File: config.mk
export PLATFORM = sky130hd
export DESIGN_NAME = tqa_sequencer
export DESIGN_NICKNAME = d
export VERILOG_FILES = /design/src/tqa_pkg.sv /design/src/tqa_sequencer.sv
export SDC_FILE = /design/constraint.sdc
export NUM_CORES = 2
export LEC_CHECK = 0
export BUFFER_PORTS_ARGS = -buffer_cell sky130_fd_sc_hd__buf_2
export CAP_MARGIN = 10
export CORE_MARGIN = 2
export CORE_UTILIZATION = 51
export DETAILED_ROUTE_END_ITERATION = 7
export GPL_TIMING_DRIVEN = 0
export PLACE_DENSITY = 0.75
export SYNTH_ARGS = -nofsm -noshare
export SYNTH_HDL_FRONTEND = slang
export SYNTH_SLANG_ARGS = --single-unit
File: constraint.sdc
create_clock -name pclk -period 11.05 [get_ports pclk]
set_input_delay 1.6575 -clock pclk [delete_from_list [all_inputs] [get_ports pclk]]
set_output_delay 1.6575 -clock pclk [all_outputs]
set_load 0.05 [all_outputs]
File: src/tqa_pkg.sv
// Purpose: Shared constants and types of the trigger qualify / average sequencer.
// Assumes: APB slave, 32-bit data, one word per register; times held as pclk cycle counts.
// Notes: Operation summary follows.
package tqa_pkg;

  // Register byte offsets
  localparam logic [7:0] TQA_OFS_CTRL = 8'h00;
  localparam logic [7:0] TQA_OFS_CMD = 8'h04;
  localparam logic [7:0] TQA_OFS_AVG_CNT = 8'h08;
  localparam logic [7:0] TQA_OFS_TRACE_CNT = 8'h0C;
  localparam logic [7:0] TQA_OFS_TRIG_CNT = 8'h10;
  localparam logic [7:0] TQA_OFS_LEVEL = 8'h14;
  localparam logic [7:0] TQA_OFS_HYST = 8'h18;
  localparam logic [7:0] TQA_OFS_DROPOUT = 8'h1C;
  localparam logic [7:0] TQA_OFS_HOLDOFF = 8'h20;
  localparam logic [7:0] TQA_OFS_APERTURE = 8'h24;
  localparam logic [7:0] TQA_OFS_TRACE_TIME = 8'h28;
  localparam logic [7:0] TQA_OFS_STATUS = 8'h2C;
  localparam logic [7:0] TQA_OFS_RESULT = 8'h30;
  localparam logic [7:0] TQA_OFS_RESULT_HI = 8'h34;

  // Field positions
  localparam int TQA_CTRL_CONT_BIT = 0;
  localparam int TQA_CTRL_TRACE_BIT = 1;
  localparam int TQA_CTRL_AVG_MOV_BIT = 2;
  localparam int TQA_CTRL_TRACE_MOV_BIT = 3;
  localparam int TQA_CTRL_TRIG_IMM_BIT = 4;
  localparam int TQA_CMD_INIT_BIT = 0;
  localparam int TQA_CMD_ABORT_BIT = 1;

  // Reset values
  localparam logic [4:0] TQA_RST_AVG_CNT = 5'h04;
  localparam logic [4:0] TQA_RST_TRACE_CNT = 5'h02;
  localparam logic [15:0] TQA_RST_TRIG_CNT = 16'h0001;
  localparam logic [15:0] TQA_RST_LEVEL = 16'h1000;
  localparam logic [15:0] TQA_RST_HYST = 16'h0100;
  localparam logic [23:0] TQA_RST_DROPOUT = 24'h000000;
  localparam logic [23:0] TQA_RST_HOLDOFF = 24'h000000;
  localparam logic [23:0] TQA_RST_APERTURE = 24'h000064;
  localparam logic [23:0] TQA_RST_TRACE_TIME = 24'h000064;

  // Averaging filter depth, also the largest average count
  localparam logic [4:0] TQA_FILT_DEPTH = 5'h10;

  typedef enum logic [4:0] {
    TQA_ST_IDLE = 5'h01,
    TQA_ST_WAIT = 5'h02,
    TQA_ST_NONINV = 5'h04,
    TQA_ST_WAIT_INV = 5'h08,
    TQA_ST_INV = 5'h10
  } tqa_state_type;

  typedef struct packed {
    logic cont;
    logic trace;
    logic avg_moving;
    logic trace_moving;
    logic trig_imm;
    logic [4:0] avg_cnt;
    logic [4:0] trace_cnt;
    logic [15:0] trig_count;
    logic [15:0] level;
    logic [15:0] hyst;
    logic [23:0] dropout;
    logic [23:0] holdoff;
    logic [23:0] aperture;
    logic [23:0] trace_time;
  } tqa_cfg_type;

  typedef struct packed {
    logic [35:0] sum;
    logic [4:0] count;
    logic settled;
  } tqa_result_type;

endpackage

File: src/tqa_sequencer.sv
// Purpose: Trigger qualification, chopped phase sequencing and averaging of a power sensor channel.
// Assumes: power_sample is synchronous to pclk; one sample per power_valid.
// Notes: Results are window sums; software divides by the result count.
//
// Implementation choices: the APB slave port and the placing of the registers.
`timescale 1ns/1ps
`default_nettype none
module tqa_sequencer
(
  // APB
  input wire logic pclk,
  input wire logic presetn,
  input wire logic psel,
  input wire logic penable,
  input wire logic pwrite,
  input wire logic [31:0] paddr,
  input wire logic [31:0] pwdata,
  output logic [31:0] prdata,
  output logic pready,
  output logic pslverr,
  // Detector samples
  input wire logic [15:0] power_sample,
  input wire logic power_valid,
  // Measurement outputs
  output logic trig_sync,
  output logic result_valid,
  output tqa_pkg::tqa_result_type result
);
  import tqa_pkg::*;

  typedef struct packed {
    tqa_cfg_type cfg;
    tqa_state_type state;
    logic [31:0] prdata;
    logic pready;
    logic pslverr;
    logic above;
    logic [23:0] drop_cnt;
    logic [23:0] hold_cnt;
    logic [23:0] tmr;
    logic [31:0] acc;
    logic [15:0][31:0] filt;
    logic [3:0] wr_idx;
    logic [4:0] fill;
    logic [35:0] win_sum;
    logic [4:0] meas_cnt;
    logic [15:0] trig_cnt;
    logic result_new;
    logic sync;
    logic res_valid;
    tqa_result_type res;
  } tqa_regs_type;

  tqa_regs_type r;
  tqa_regs_type n;
  logic setup;
  logic access;
  logic [15:0] low_thr;
  logic crossing;
  logic rising;
  logic armed;
  logic trig_evt;
  logic [4:0] eff_cnt;
  logic moving;
  logic [23:0] phase_len;
  logic [31:0] acc_nxt;
  logic [31:0] oldest;
  logic [35:0] sum_nxt;
  logic [4:0] fill_nxt;
  logic [4:0] mcnt;
  logic [15:0] tcnt_nxt;
  logic end_cycle;
  logic start;
  logic abort;

  always_comb
  begin
    n = r;
    n.pready = 1'b0;
    n.pslverr = 1'b0;
    n.res_valid = 1'b0;
    setup = psel & ~penable;
    access = psel & penable & r.pready;
    start = 1'b0;
    abort = 1'b0;
    end_cycle = 1'b0;
    acc_nxt = r.acc;
    oldest = 32'h00000000;
    sum_nxt = r.win_sum;
    fill_nxt = r.fill;
    mcnt = r.meas_cnt;
    tcnt_nxt = r.trig_cnt;

    // Bus: read data captured in setup, so pready and prdata leave flops together
    if (setup)
    begin
      n.pready = 1'b1;
      n.prdata = 32'h00000000;
      case (paddr[7:0])
        TQA_OFS_CTRL: n.prdata[4:0] = {r.cfg.trig_imm, r.cfg.trace_moving, r.cfg.avg_moving,
                                        r.cfg.trace, r.cfg.cont};
        TQA_OFS_CMD: n.prdata = 32'h00000000;
        TQA_OFS_AVG_CNT: n.prdata[4:0] = r.cfg.avg_cnt;
        TQA_OFS_TRACE_CNT: n.prdata[4:0] = r.cfg.trace_cnt;
        TQA_OFS_TRIG_CNT: n.prdata[15:0] = r.cfg.trig_count;
        TQA_OFS_LEVEL: n.prdata[15:0] = r.cfg.level;
        TQA_OFS_HYST: n.prdata[15:0] = r.cfg.hyst;
        TQA_OFS_DROPOUT: n.prdata[23:0] = r.cfg.dropout;
        TQA_OFS_HOLDOFF: n.prdata[23:0] = r.cfg.holdoff;
        TQA_OFS_APERTURE: n.prdata[23:0] = r.cfg.aperture;
        TQA_OFS_TRACE_TIME: n.prdata[23:0] = r.cfg.trace_time;
        TQA_OFS_STATUS: n.prdata = {r.trig_cnt, r.meas_cnt, r.res.settled, r.result_new,
                                    r.sync, r.above, r.state, 2'h0};
        TQA_OFS_RESULT: n.prdata = r.res.sum[31:0];
        TQA_OFS_RESULT_HI: n.prdata = {23'h000000, r.res.count, r.res.sum[35:32]};
        default:
        begin
          n.pslverr = 1'b1;
        end
      endcase
      if (paddr[1:0] != 2'h0)
      begin
        n.pslverr = 1'b1;
        n.prdata = 32'h00000000;
      end
    end

    if (access && !r.pslverr)
    begin
      if (pwrite)
      begin
        case (paddr[7:0])
          TQA_OFS_CTRL:
          begin
            n.cfg.cont = pwdata[TQA_CTRL_CONT_BIT];
            n.cfg.trace = pwdata[TQA_CTRL_TRACE_BIT];
            n.cfg.avg_moving = pwdata[TQA_CTRL_AVG_MOV_BIT];
            n.cfg.trace_moving = pwdata[TQA_CTRL_TRACE_MOV_BIT];
            n.cfg.trig_imm = pwdata[TQA_CTRL_TRIG_IMM_BIT];
          end
          TQA_OFS_CMD:
          begin
            start = pwdata[TQA_CMD_INIT_BIT];
            abort = pwdata[TQA_CMD_ABORT_BIT];
          end
          TQA_OFS_AVG_CNT: n.cfg.avg_cnt = pwdata[4:0];
          TQA_OFS_TRACE_CNT: n.cfg.trace_cnt = pwdata[4:0];
          TQA_OFS_TRIG_CNT: n.cfg.trig_count = pwdata[15:0];
          TQA_OFS_LEVEL: n.cfg.level = pwdata[15:0];
          TQA_OFS_HYST: n.cfg.hyst = pwdata[15:0];
          TQA_OFS_DROPOUT: n.cfg.dropout = pwdata[23:0];
          TQA_OFS_HOLDOFF: n.cfg.holdoff = pwdata[23:0];
          TQA_OFS_APERTURE: n.cfg.aperture = pwdata[23:0];
          TQA_OFS_TRACE_TIME: n.cfg.trace_time = pwdata[23:0];
          default:
          begin
          end
        endcase
      end
      else if (paddr[7:0] == TQA_OFS_RESULT)
      begin
        n.result_new = 1'b0;
      end
    end

    // Threshold with hysteresis; below level minus hysteresis is the inactive side
    low_thr = (r.cfg.level > r.cfg.hyst) ? (r.cfg.level - r.cfg.hyst) : 16'h0000;
    crossing = 1'b0;
    if (power_valid)
    begin
      if (!r.above && power_sample >= r.cfg.level)
      begin
        crossing = 1'b1;
      end
      else if (r.above && power_sample < low_thr)
      begin
        crossing = 1'b1;
      end
    end
    rising = crossing & ~r.above;
    if (crossing)
    begin
      n.above = ~r.above;
    end

    // Dropout restarts on every crossing, so short gaps between slots never arm
    armed = (r.drop_cnt >= r.cfg.dropout);
    if (crossing)
    begin
      n.drop_cnt = 24'h000000;
    end
    else if (!r.above && r.drop_cnt != 24'hFFFFFF)
    begin
      n.drop_cnt = r.drop_cnt + 24'h000001;
    end

    if (r.hold_cnt != 24'h000000)
    begin
      n.hold_cnt = r.hold_cnt - 24'h000001;
    end
    trig_evt = (r.cfg.trig_imm | (rising & armed)) & (r.hold_cnt == 24'h000000);

    // Effective count, clamped to the filter depth
    eff_cnt = r.cfg.trace ? r.cfg.trace_cnt : r.cfg.avg_cnt;
    if (eff_cnt == 5'h00)
    begin
      eff_cnt = 5'h01;
    end
    else if (eff_cnt > TQA_FILT_DEPTH)
    begin
      eff_cnt = TQA_FILT_DEPTH;
    end
    moving = r.cfg.trace ? r.cfg.trace_moving : r.cfg.avg_moving;
    phase_len = r.cfg.trace ? r.cfg.trace_time : r.cfg.aperture;
    if (phase_len == 24'h000000)
    begin
      phase_len = 24'h000001;
    end

    if ((r.state == TQA_ST_NONINV || r.state == TQA_ST_INV) && power_valid)
    begin
      acc_nxt = r.acc + {16'h0000, power_sample};
    end

    case (r.state)
      TQA_ST_IDLE:
      begin
        if (start)
        begin
          n.state = TQA_ST_WAIT;
          n.filt = '0;
          n.wr_idx = 4'h0;
          n.fill = 5'h00;
          n.win_sum = 36'h000000000;
          n.meas_cnt = 5'h00;
          n.trig_cnt = 16'h0000;
          n.res.settled = 1'b0;
        end
      end
      TQA_ST_WAIT:
      begin
        if (trig_evt)
        begin
          n.state = TQA_ST_NONINV;
          n.hold_cnt = r.cfg.holdoff;
          n.trig_cnt = r.trig_cnt + 16'h0001;
          n.tmr = phase_len - 24'h000001;
          acc_nxt = 32'h00000000;
        end
      end
      TQA_ST_NONINV:
      begin
        if (r.tmr != 24'h000000)
        begin
          n.tmr = r.tmr - 24'h000001;
        end
        else if (eff_cnt == 5'h01)
        begin
          // Single noninverted phase, no chopping
          n.res = '{sum: {4'h0, acc_nxt}, count: 5'h01, settled: 1'b1};
          n.res_valid = 1'b1;
          n.result_new = 1'b1;
          n.state = TQA_ST_IDLE;
        end
        else if (r.cfg.trace)
        begin
          n.state = TQA_ST_WAIT_INV;
        end
        else
        begin
          n.state = TQA_ST_INV;
          n.tmr = phase_len - 24'h000001;
        end
      end
      TQA_ST_WAIT_INV:
      begin
        if (trig_evt)
        begin
          n.state = TQA_ST_INV;
          n.hold_cnt = r.cfg.holdoff;
          n.tmr = phase_len - 24'h000001;
        end
      end
      TQA_ST_INV:
      begin
        if (r.tmr != 24'h000000)
        begin
          n.tmr = r.tmr - 24'h000001;
        end
        else
        begin
          // Measurement done: push into ring, drop the oldest once the window is full
          oldest = r.filt[r.wr_idx - eff_cnt[3:0]];
          n.filt[r.wr_idx] = acc_nxt;
          n.wr_idx = r.wr_idx + 4'h1;
          if (r.fill < eff_cnt)
          begin
            fill_nxt = r.fill + 5'h01;
            sum_nxt = r.win_sum + {4'h0, acc_nxt};
          end
          else
          begin
            sum_nxt = r.win_sum + {4'h0, acc_nxt} - {4'h0, oldest};
          end
          n.fill = fill_nxt;
          n.win_sum = sum_nxt;
          mcnt = (r.meas_cnt == 5'h1F) ? r.meas_cnt : r.meas_cnt + 5'h01;
          n.meas_cnt = mcnt;
          if (moving)
          begin
            n.res = '{sum: sum_nxt, count: fill_nxt, settled: (fill_nxt >= eff_cnt)};
            n.res_valid = 1'b1;
            n.result_new = 1'b1;
            end_cycle = 1'b1;
          end
          else if (fill_nxt >= eff_cnt)
          begin
            n.res = '{sum: sum_nxt, count: fill_nxt, settled: 1'b1};
            n.res_valid = 1'b1;
            n.result_new = 1'b1;
            end_cycle = 1'b1;
          end
          else if (r.cfg.trace)
          begin
            n.state = TQA_ST_WAIT;
          end
          else
          begin
            // Next measurement runs without a trigger, sync stays high
            n.state = TQA_ST_NONINV;
            n.tmr = phase_len - 24'h000001;
            acc_nxt = 32'h00000000;
          end
        end
      end
      default:
      begin
        n.state = TQA_ST_IDLE;
      end
    endcase

    if (end_cycle)
    begin
      tcnt_nxt = r.trig_cnt;
      if (!r.cfg.cont || (r.cfg.trig_count != 16'h0000 && tcnt_nxt >= r.cfg.trig_count))
      begin
        n.state = TQA_ST_IDLE;
      end
      else
      begin
        n.state = TQA_ST_WAIT;
      end
      if (!moving)
      begin
        // Repeating: each cycle refills the filter from empty
        n.fill = 5'h00;
        n.win_sum = 36'h000000000;
        n.meas_cnt = 5'h00;
      end
    end

    if (abort)
    begin
      n.state = TQA_ST_IDLE;
    end
    n.acc = acc_nxt;
    n.sync = (n.state == TQA_ST_NONINV) || (n.state == TQA_ST_INV);
  end

  always_ff @(posedge pclk or negedge presetn)
  begin
    if (!presetn)
    begin
      r <= '0;
      r.state <= TQA_ST_IDLE;
      r.cfg.avg_cnt <= TQA_RST_AVG_CNT;
      r.cfg.trace_cnt <= TQA_RST_TRACE_CNT;
      r.cfg.trig_count <= TQA_RST_TRIG_CNT;
      r.cfg.level <= TQA_RST_LEVEL;
      r.cfg.hyst <= TQA_RST_HYST;
      r.cfg.dropout <= TQA_RST_DROPOUT;
      r.cfg.holdoff <= TQA_RST_HOLDOFF;
      r.cfg.aperture <= TQA_RST_APERTURE;
      r.cfg.trace_time <= TQA_RST_TRACE_TIME;
    end
    else
    begin
      r <= n;
    end
  end

  assign prdata = r.prdata;
  assign pready = r.pready;
  assign pslverr = r.pslverr;
  assign trig_sync = r.sync;
  assign result_valid = r.res_valid;
  assign result = r.res;

endmodule // tqa_sequencer
`default_nettype wire

# Word-level counts from Yosys, hierarchy flattened
# Cells that the tools add are included.
[totals]
reg_bits = 926
latch_bits = 0
mem_bits_rw = 0
rom_bits = 0
out_inout_bits = 78
elab_cells = 255
n_memories = 0
[op_classes]
add_sub_neg = 13
mul = 0
div = 0
order_cmp = 11
n_eq_ne = 33
shift = 0
muxes = 95
n_bitwise = 9
reduce_logical = 44
[op_table]
columns = ["op", "count"]
rows = [
  ["case mux 562 bit (2 select lines)", 1],
  ["2-to-1 mux 578 bit", 1],
  ["2-to-1 mux 562 bit", 1],
  ["bitwise mux 512 bit", 1],
  ["2-to-1 mux 24 bit", 12],
  ["2-to-1 mux 32 bit", 9],
  ["2-to-1 mux 43 bit", 5],
  ["binary-select mux 32 bit (select 4 bit)", 1],
  ["demux 32 bit (select 4 bit)", 1],
  ["case mux 11 bit (10 select lines)", 1],
  ["2-to-1 mux 46 bit", 2],
  ["2-to-1 mux 5 bit", 18],
  ["case mux 42 bit (2 select lines)", 1],
  ["case mux 24 bit (3 select lines)", 1],
  ["subtractor 24 x 1 -> 24 bit, second input constant", 3],
  ["case mux 5 bit (13 select lines)", 1],
  ["case mux 32 bit (2 select lines)", 1],
  ["equality test 8 x 6 -> 1 bit, second input constant", 6],
  ["zero test 24 bit", 2],
  ["2-to-1 mux 48 bit", 1],
  ["case mux 8 bit (6 select lines)", 1],
  ["nonzero test 24 bit", 2],
  ["adder 36 x 32 -> 36 bit", 1],
  ["2-to-1 mux 36 bit", 1],
  ["other kinds (55)", 131],
]

# Longest topological paths before layout
[depth]
word_depth = 17
mapped_depth = 39
mapped_depth_nobuf = 36

# Worst setup path after synthesis
# Ideal clock, no wire load.
[synth_path]
kind = "input -> register"
startpoint = "input port power_sample[0]"
endpoint = "register r (netlist bit result[39])"
arrival_time_ns = 8.703
slack_ns = 2.221
stages = 39
cell_sequence = "ha_1 -> fa_1 -> a21oi_1 -> o21bai_1 -> a21o_1 -> a21oi_1 -> o21bai_1 -> a221oi_1 -> o2bb2ai_1 -> o21bai_1 -> a211oi_1 -> nor3_1 -> a21oi_1 -> clkbuf_1 -> inv_1 -> ha_1 -> a21oi_2 -> nand2_1 -> [3 not listed] -> a21oi_1 -> xnor2_1 -> ha_1 -> clkbuf_1 -> a21oi_1 -> o221ai_1 -> a21oi_1 -> o21ai_0 -> a41oi_1 -> nor2_1 -> a21oi_4 -> nor4b_4 -> o21ai_2 -> and2_1 -> buf_2 -> o21ai_1 -> or3_1 -> a221o_1"
[synth_via]
elab_chain_len = 9
[synth_rtl]
columns = ["item", "line_no", "source"]
rows = [
  ["start: declaration", "tqa_sequencer.sv:22", "input wire logic [15:0] power_sample,"],
  ["adder 32 x 16 -> 32 bit (*)", "tqa_sequencer.sv:222", "acc_nxt = r.acc + {16'h0000, power_sample};"],
  ["2-to-1 mux 32 bit (*)", "tqa_sequencer.sv:220", "if ((r.state == TQA_ST_NONINV || r.state == TQA_ST_INV) && power_valid)"],
  ["adder 36 x 32 -> 36 bit (*)", "tqa_sequencer.sv:299, tqa_sequencer.sv:303", ""],
  ["subtractor 36 x 32 -> 36 bit", "tqa_sequencer.sv:303", "sum_nxt = r.win_sum + {4'h0, acc_nxt} - {4'h0, oldest};"],
  ["2-to-1 mux 36 bit (*)", "tqa_sequencer.sv:296", "if (r.fill < eff_cnt)"],
  ["2-to-1 mux 43 bit", "tqa_sequencer.sv:316", "else if (fill_nxt >= eff_cnt)"],
  ["2-to-1 mux 43 bit (*)", "tqa_sequencer.sv:309", "if (moving)"],
  ["2-to-1 mux 43 bit (*)", "tqa_sequencer.sv:286", "if (r.tmr != 24'h000000)"],
  ["case mux 42 bit (2 select lines) (*)", "tqa_sequencer.sv:225", "case (r.state)"],
  ["end signal: assignment", "tqa_sequencer.sv:388", "r <= n;"],
  ["end: declaration", "tqa_sequencer.sv:54", "tqa_regs_type r;"],
]
# Every way passes the cells marked *; elsewhere a longest branch is shown, timed or not. The select of a mux whose other input is x is not followed.
# A chain may end at the register's enable or synchronous reset.

# Worst setup path after layout
# Ends and elaborated chain as after synthesis.

==> out/results.env <==
OUTCOME='finished, final reports clean'
TOTAL_ROUTING_USAGE_GR_PCT=36.0
SETUP_TOTAL_NEGATIVE_SLACK_NS=0
WORST_SETUP_PATH_END_KIND='register'
SYN-MEAN-INSTANCE-AREA_UM2=9.82
SYNTHESIS.INSTANCES=5225
IRDROPWORSTVDD_mV=0.179
POSTSYNTHREGISTERBITS=926
NUM_VIAS=44602
CRIT_ARRIVAL_NS=11.22
YOSYS_WARNINGS=0
DRT_PRE_ANTENNA_ITERS=7
YS_TOP_CELLS_BY_COUNT='sky130_fd_sc_hd__dfrtp_1 (914), sky130_fd_sc_hd__o21ai_0 (548), sky130_fd_sc_hd__nand3_1 (540)'
IO-PIN-COUNT=164
GRT_MAX_DEGREE=125
CLK_TRANSITION_REPORTED_PATHS_NS=0.06
HOLD_CLASS='reg -> reg'
CLOCK-ROOT-BUFFER='sky130_fd_sc_hd__clkbuf_16'
YOSYS.CELL_COUNT.TOP_TYPE='sky130_fd_sc_hd__dfrtp_1'
CTSHTREEMAXLEVEL=3
SEQ_AREA_FRAC_SYNTH_PCT=45.2
SLEW-LIMIT-HEADROOM_PCT=6.35
POWER-PER-CELL-AREA_nW_PER_UM2=125
CRITICAL_PATH_CLASS='in -> reg'
PATH_COMMON_CELL='sky130_fd_sc_hd__a21oi_1'
SYNTH_FF_TYPE='sky130_fd_sc_hd__dfrtp_1'
HEIGHT_OF_THE_DIE_UM=321
FIRST_DRT_ITERATION_DRCS=5513
CRITICAL_PATH.STARTPOINT_TYPE='primary input'
NUMBER_OF_CELLS_AFTER_DETAILED_PLACEMENT=6666
SYN_AREA_UM2=51300
FIRST_PASS_GRT_WIRE_LENGTH_MM=278
HOLD_VIOLATIONS=0
GP_CONGESTION=1.06
REPORT.FINAL.SETUP_VIOL=0
TIMING.FMAX_MHz=93.9
DETAIL-ROUTE-ANTENNA-NETS=0
CRITPATHREQUIREDTIME_NS=11.63
WORST_PATH_MAX_DELAY_CELL='sky130_fd_sc_hd__clkbuf_1'
DP.FINAL_HPWL_MM=143
YOSYS-TOP-CELLS-AREA='sky130_fd_sc_hd__dfrtp_1 (45%), sky130_fd_sc_hd__mux4_2 (5.6%), sky130_fd_sc_hd__o21ai_0 (5.3%), sky130_fd_sc_hd__nand3_1 (5.3%), sky130_fd_sc_hd__ha_1 (4.7%)'
ROUTED_VIA_DENSITY=6.51
CORE.ROWCOUNT=116
WORST_MARGIN_SLEW_NS=1.39
FP.DIEAREA_UM2=103000
SYNTH-EDFF-COUNT=0
SHARE_OF_SYNTHESIZED_REGISTERS_CARRYING_AN_ASYNC_SET_OR_RESET_PCT=100
LEAKAGE_POWER_uW=0.0259
CTS_HOLD_BUF=0
TIMING.CRITICAL_PATH.SLOWEST_CELL_DELAY_NS=0.83
COREAREA_UM2=99900
YS_TYPES=108
DRC=0
ROUTED_WIRE_LENGTH_PER_INSTANCE_UM=27.3
SLEW_VIOLATIONS=0
INITIAL_UTILIZATION_PCT=51.4
CLKLATENCYLATEPIN_NS=0.70
FP.DIEW_UM=321
PORTBUFFERS=128
FIN_CELLS=6848
SYNTH.NET_COUNT=5507
TIMING.CLOCK.SKEW_NS=0.0263
POST-ROUTE-PERIOD-UTIL_PCT=96.3
ROUTED_WL_MM=187
GRT_SETUP_UNREPAIRED='no'
LAYOUT-DRIVE-GT1-SHARE_PCT=14.9
NETLIST.TOP_CELL.BY_AREA='sky130_fd_sc_hd__dfrtp_1'
HOLD_WS_NS=0.480
CTS-BUFFERS-INSERTED=96
CTS_NUM_SINKS=926
GRT.OVERFLOW.TOTAL=0
CRITICAL_PATH.MAX_FANOUT=10
AREAGROWTHSYNTHTOFINISH_PCT=11.7
GRT_ANTENNA_BEFORE_REPAIR=1
CTS_TREE='yes'
YOSYSTOPAREACELLSHARE_PCT=44.6
PERIOD_NEEDED_NS=10.65
FIRST_GLOBAL_VIAS=43953
CLOCK_TREE.BUFFER_DEPTH=3
FILLERS=8549
DRV.MAX_CAP_VIOLATION_COUNT=0
FINAL_NETS=5750
worst paths after layout:
path / cells past startpoint / startpoint / to / slack [ns]
worst max-delay path: 38 / power_sample[0] / result[39]$_DFFE_PN0P_ / 0.40
worst min-delay path: 1 / prdata[14]$_DFFE_PN0P_ / prdata[14]$_DFFE_PN0P_ / 0.48
worst max register to register: 34 / r[924]$_DFFE_PN0P_ / result[39]$_DFFE_PN0P_ / 0.41
worst min register to register: 1 / prdata[14]$_DFFE_PN0P_ / prdata[14]$_DFFE_PN0P_ / 0.48
max in group asynchronous: 5 / presetn / r[587]$_DFFE_PN0P_ / 7.48
min in group asynchronous: 1 / presetn / r[711]$_DFFE_PN0P_ / 0.94
routing by layer:
metal / share of wire, % / up-vias / GRT usage (%)
met5: 0.0043 / - / 0
li1: - / 19259 / -
met4: 9.0 / 2 / 27.3
met3: 9.5 / 716 / 7.41
met2: 46 / 2545 / 57.5
met1: 36 / 22080 / 43.1
power breakdown:
group | switching (uW) | total [uW] | internal [uW]
registers | 14.4 | 3420 | 3400
logic | 239 | 352 | 113
clock network | 1450 | 3380 | 1940
total | 1700 | 7150 | 5450
flip-flops by register name, indices dropped and copies added (netlist names):
| register | flops |
|---|---|
| r | 832 |
| pready | 1 |
| result_valid | 1 |
| trig_sync | 1 |
| pslverr | 1 |
| result | 42 |
| prdata | 32 |
| tcnt_nxt | 16 |
final cells by class:
| type | count | area [um^2] | area share (%) |
|---|---|---|---|
| diodes | 3 | 7.51 | 0.0131 |
| plain buffers | 432 | 2010 | 3.52 |
| clock buffers | 140 | 2840 | 4.95 |
| clock inverters | 37 | 464 | 0.810 |
| inverters | 158 | 593 | 1.03 |
| multi-input cells | 3709 | 25600 | 44.6 |
| flip-flops and latches | 926 | 23200 | 40.5 |
| well taps | 1298 | 1620 | 2.83 |
| repair buffers | 145 | 991 | 1.73 |
through the flow:
stage	utilization, %	cell area (um^2)	total power [uW]	setup WS, ns
after global placement	53.6	53600	3820	-11.66
after CTS	57.3	57300	7150	0.117
after floorplan	-	51300	3660	2.22
final	57.4	57300	7150	0.404
after detailed placement	54.0	53900	3830	-1.29
after global routing	57.4	57300	7330	0.0360
critical path, delay by kind of cell:
family | cells | cell delay [ns]
AOI/OAI and AO/OA | 20 | 4.33
and+or+nand+nor | 7 | 1.50
buffers and inverters | 5 | 1.39
adders and majority gates | 4 | 1.27
xor gates and xnor gates | 2 | 1.05
cell families after synthesis:
group,share of synthesized area (%)
adder cells (fa/ha/maj),4.85
flip-flops,45.2
buffers and inverters,5.02
multiplexers,10.9
AND/OR/NAND/NOR,15.7
AO/OA/AOI/OAI,15.0
XOR/XNOR,3.34
timing repair:
action / in CTS / in global routing
buffers inserted: 0 / 0
endpoints found under the setup margin: 48 / 17
hold endpoints to repair: 0 / 0
gates resized for setup: 11 / 8
placed cells by master, fill, tap and decap left out, types with 17 or more instances in the layout:
master	n
sky130_fd_sc_hd__buf_2	172
sky130_fd_sc_hd__nand4_1	34
sky130_fd_sc_hd__mux2i_1	76
sky130_fd_sc_hd__a21oi_1	196
sky130_fd_sc_hd__a31oi_1	35
sky130_fd_sc_hd__xor2_1	70
sky130_fd_sc_hd__a22oi_1	61
sky130_fd_sc_hd__inv_1	157
sky130_fd_sc_hd__o221ai_1	18
sky130_fd_sc_hd__o21a_1	19
sky130_fd_sc_hd__buf_4	75
sky130_fd_sc_hd__a222oi_1	36
sky130_fd_sc_hd__clkbuf_1	247
sky130_fd_sc_hd__o21ai_1	60
sky130_fd_sc_hd__nand2_1	451
sky130_fd_sc_hd__o21ai_0	548
sky130_fd_sc_hd__a211oi_1	53
sky130_fd_sc_hd__mux4_2	128
sky130_fd_sc_hd__clkbuf_8	27
sky130_fd_sc_hd__nor2_1	376
sky130_fd_sc_hd__a221oi_1	17
sky130_fd_sc_hd__dfrtp_1	914
sky130_fd_sc_hd__mux2_2	163
sky130_fd_sc_hd__buf_1	69
sky130_fd_sc_hd__nor2b_1	25
sky130_fd_sc_hd__clkbuf_16	96
sky130_fd_sc_hd__nor3_1	64
sky130_fd_sc_hd__nand2b_1	35
sky130_fd_sc_hd__a21o_1	90
sky130_fd_sc_hd__nand3_1	540
sky130_fd_sc_hd__and3_1	26
sky130_fd_sc_hd__ha_1	191
sky130_fd_sc_hd__xnor2_1	113
Power figures use the tool's default switching activity.
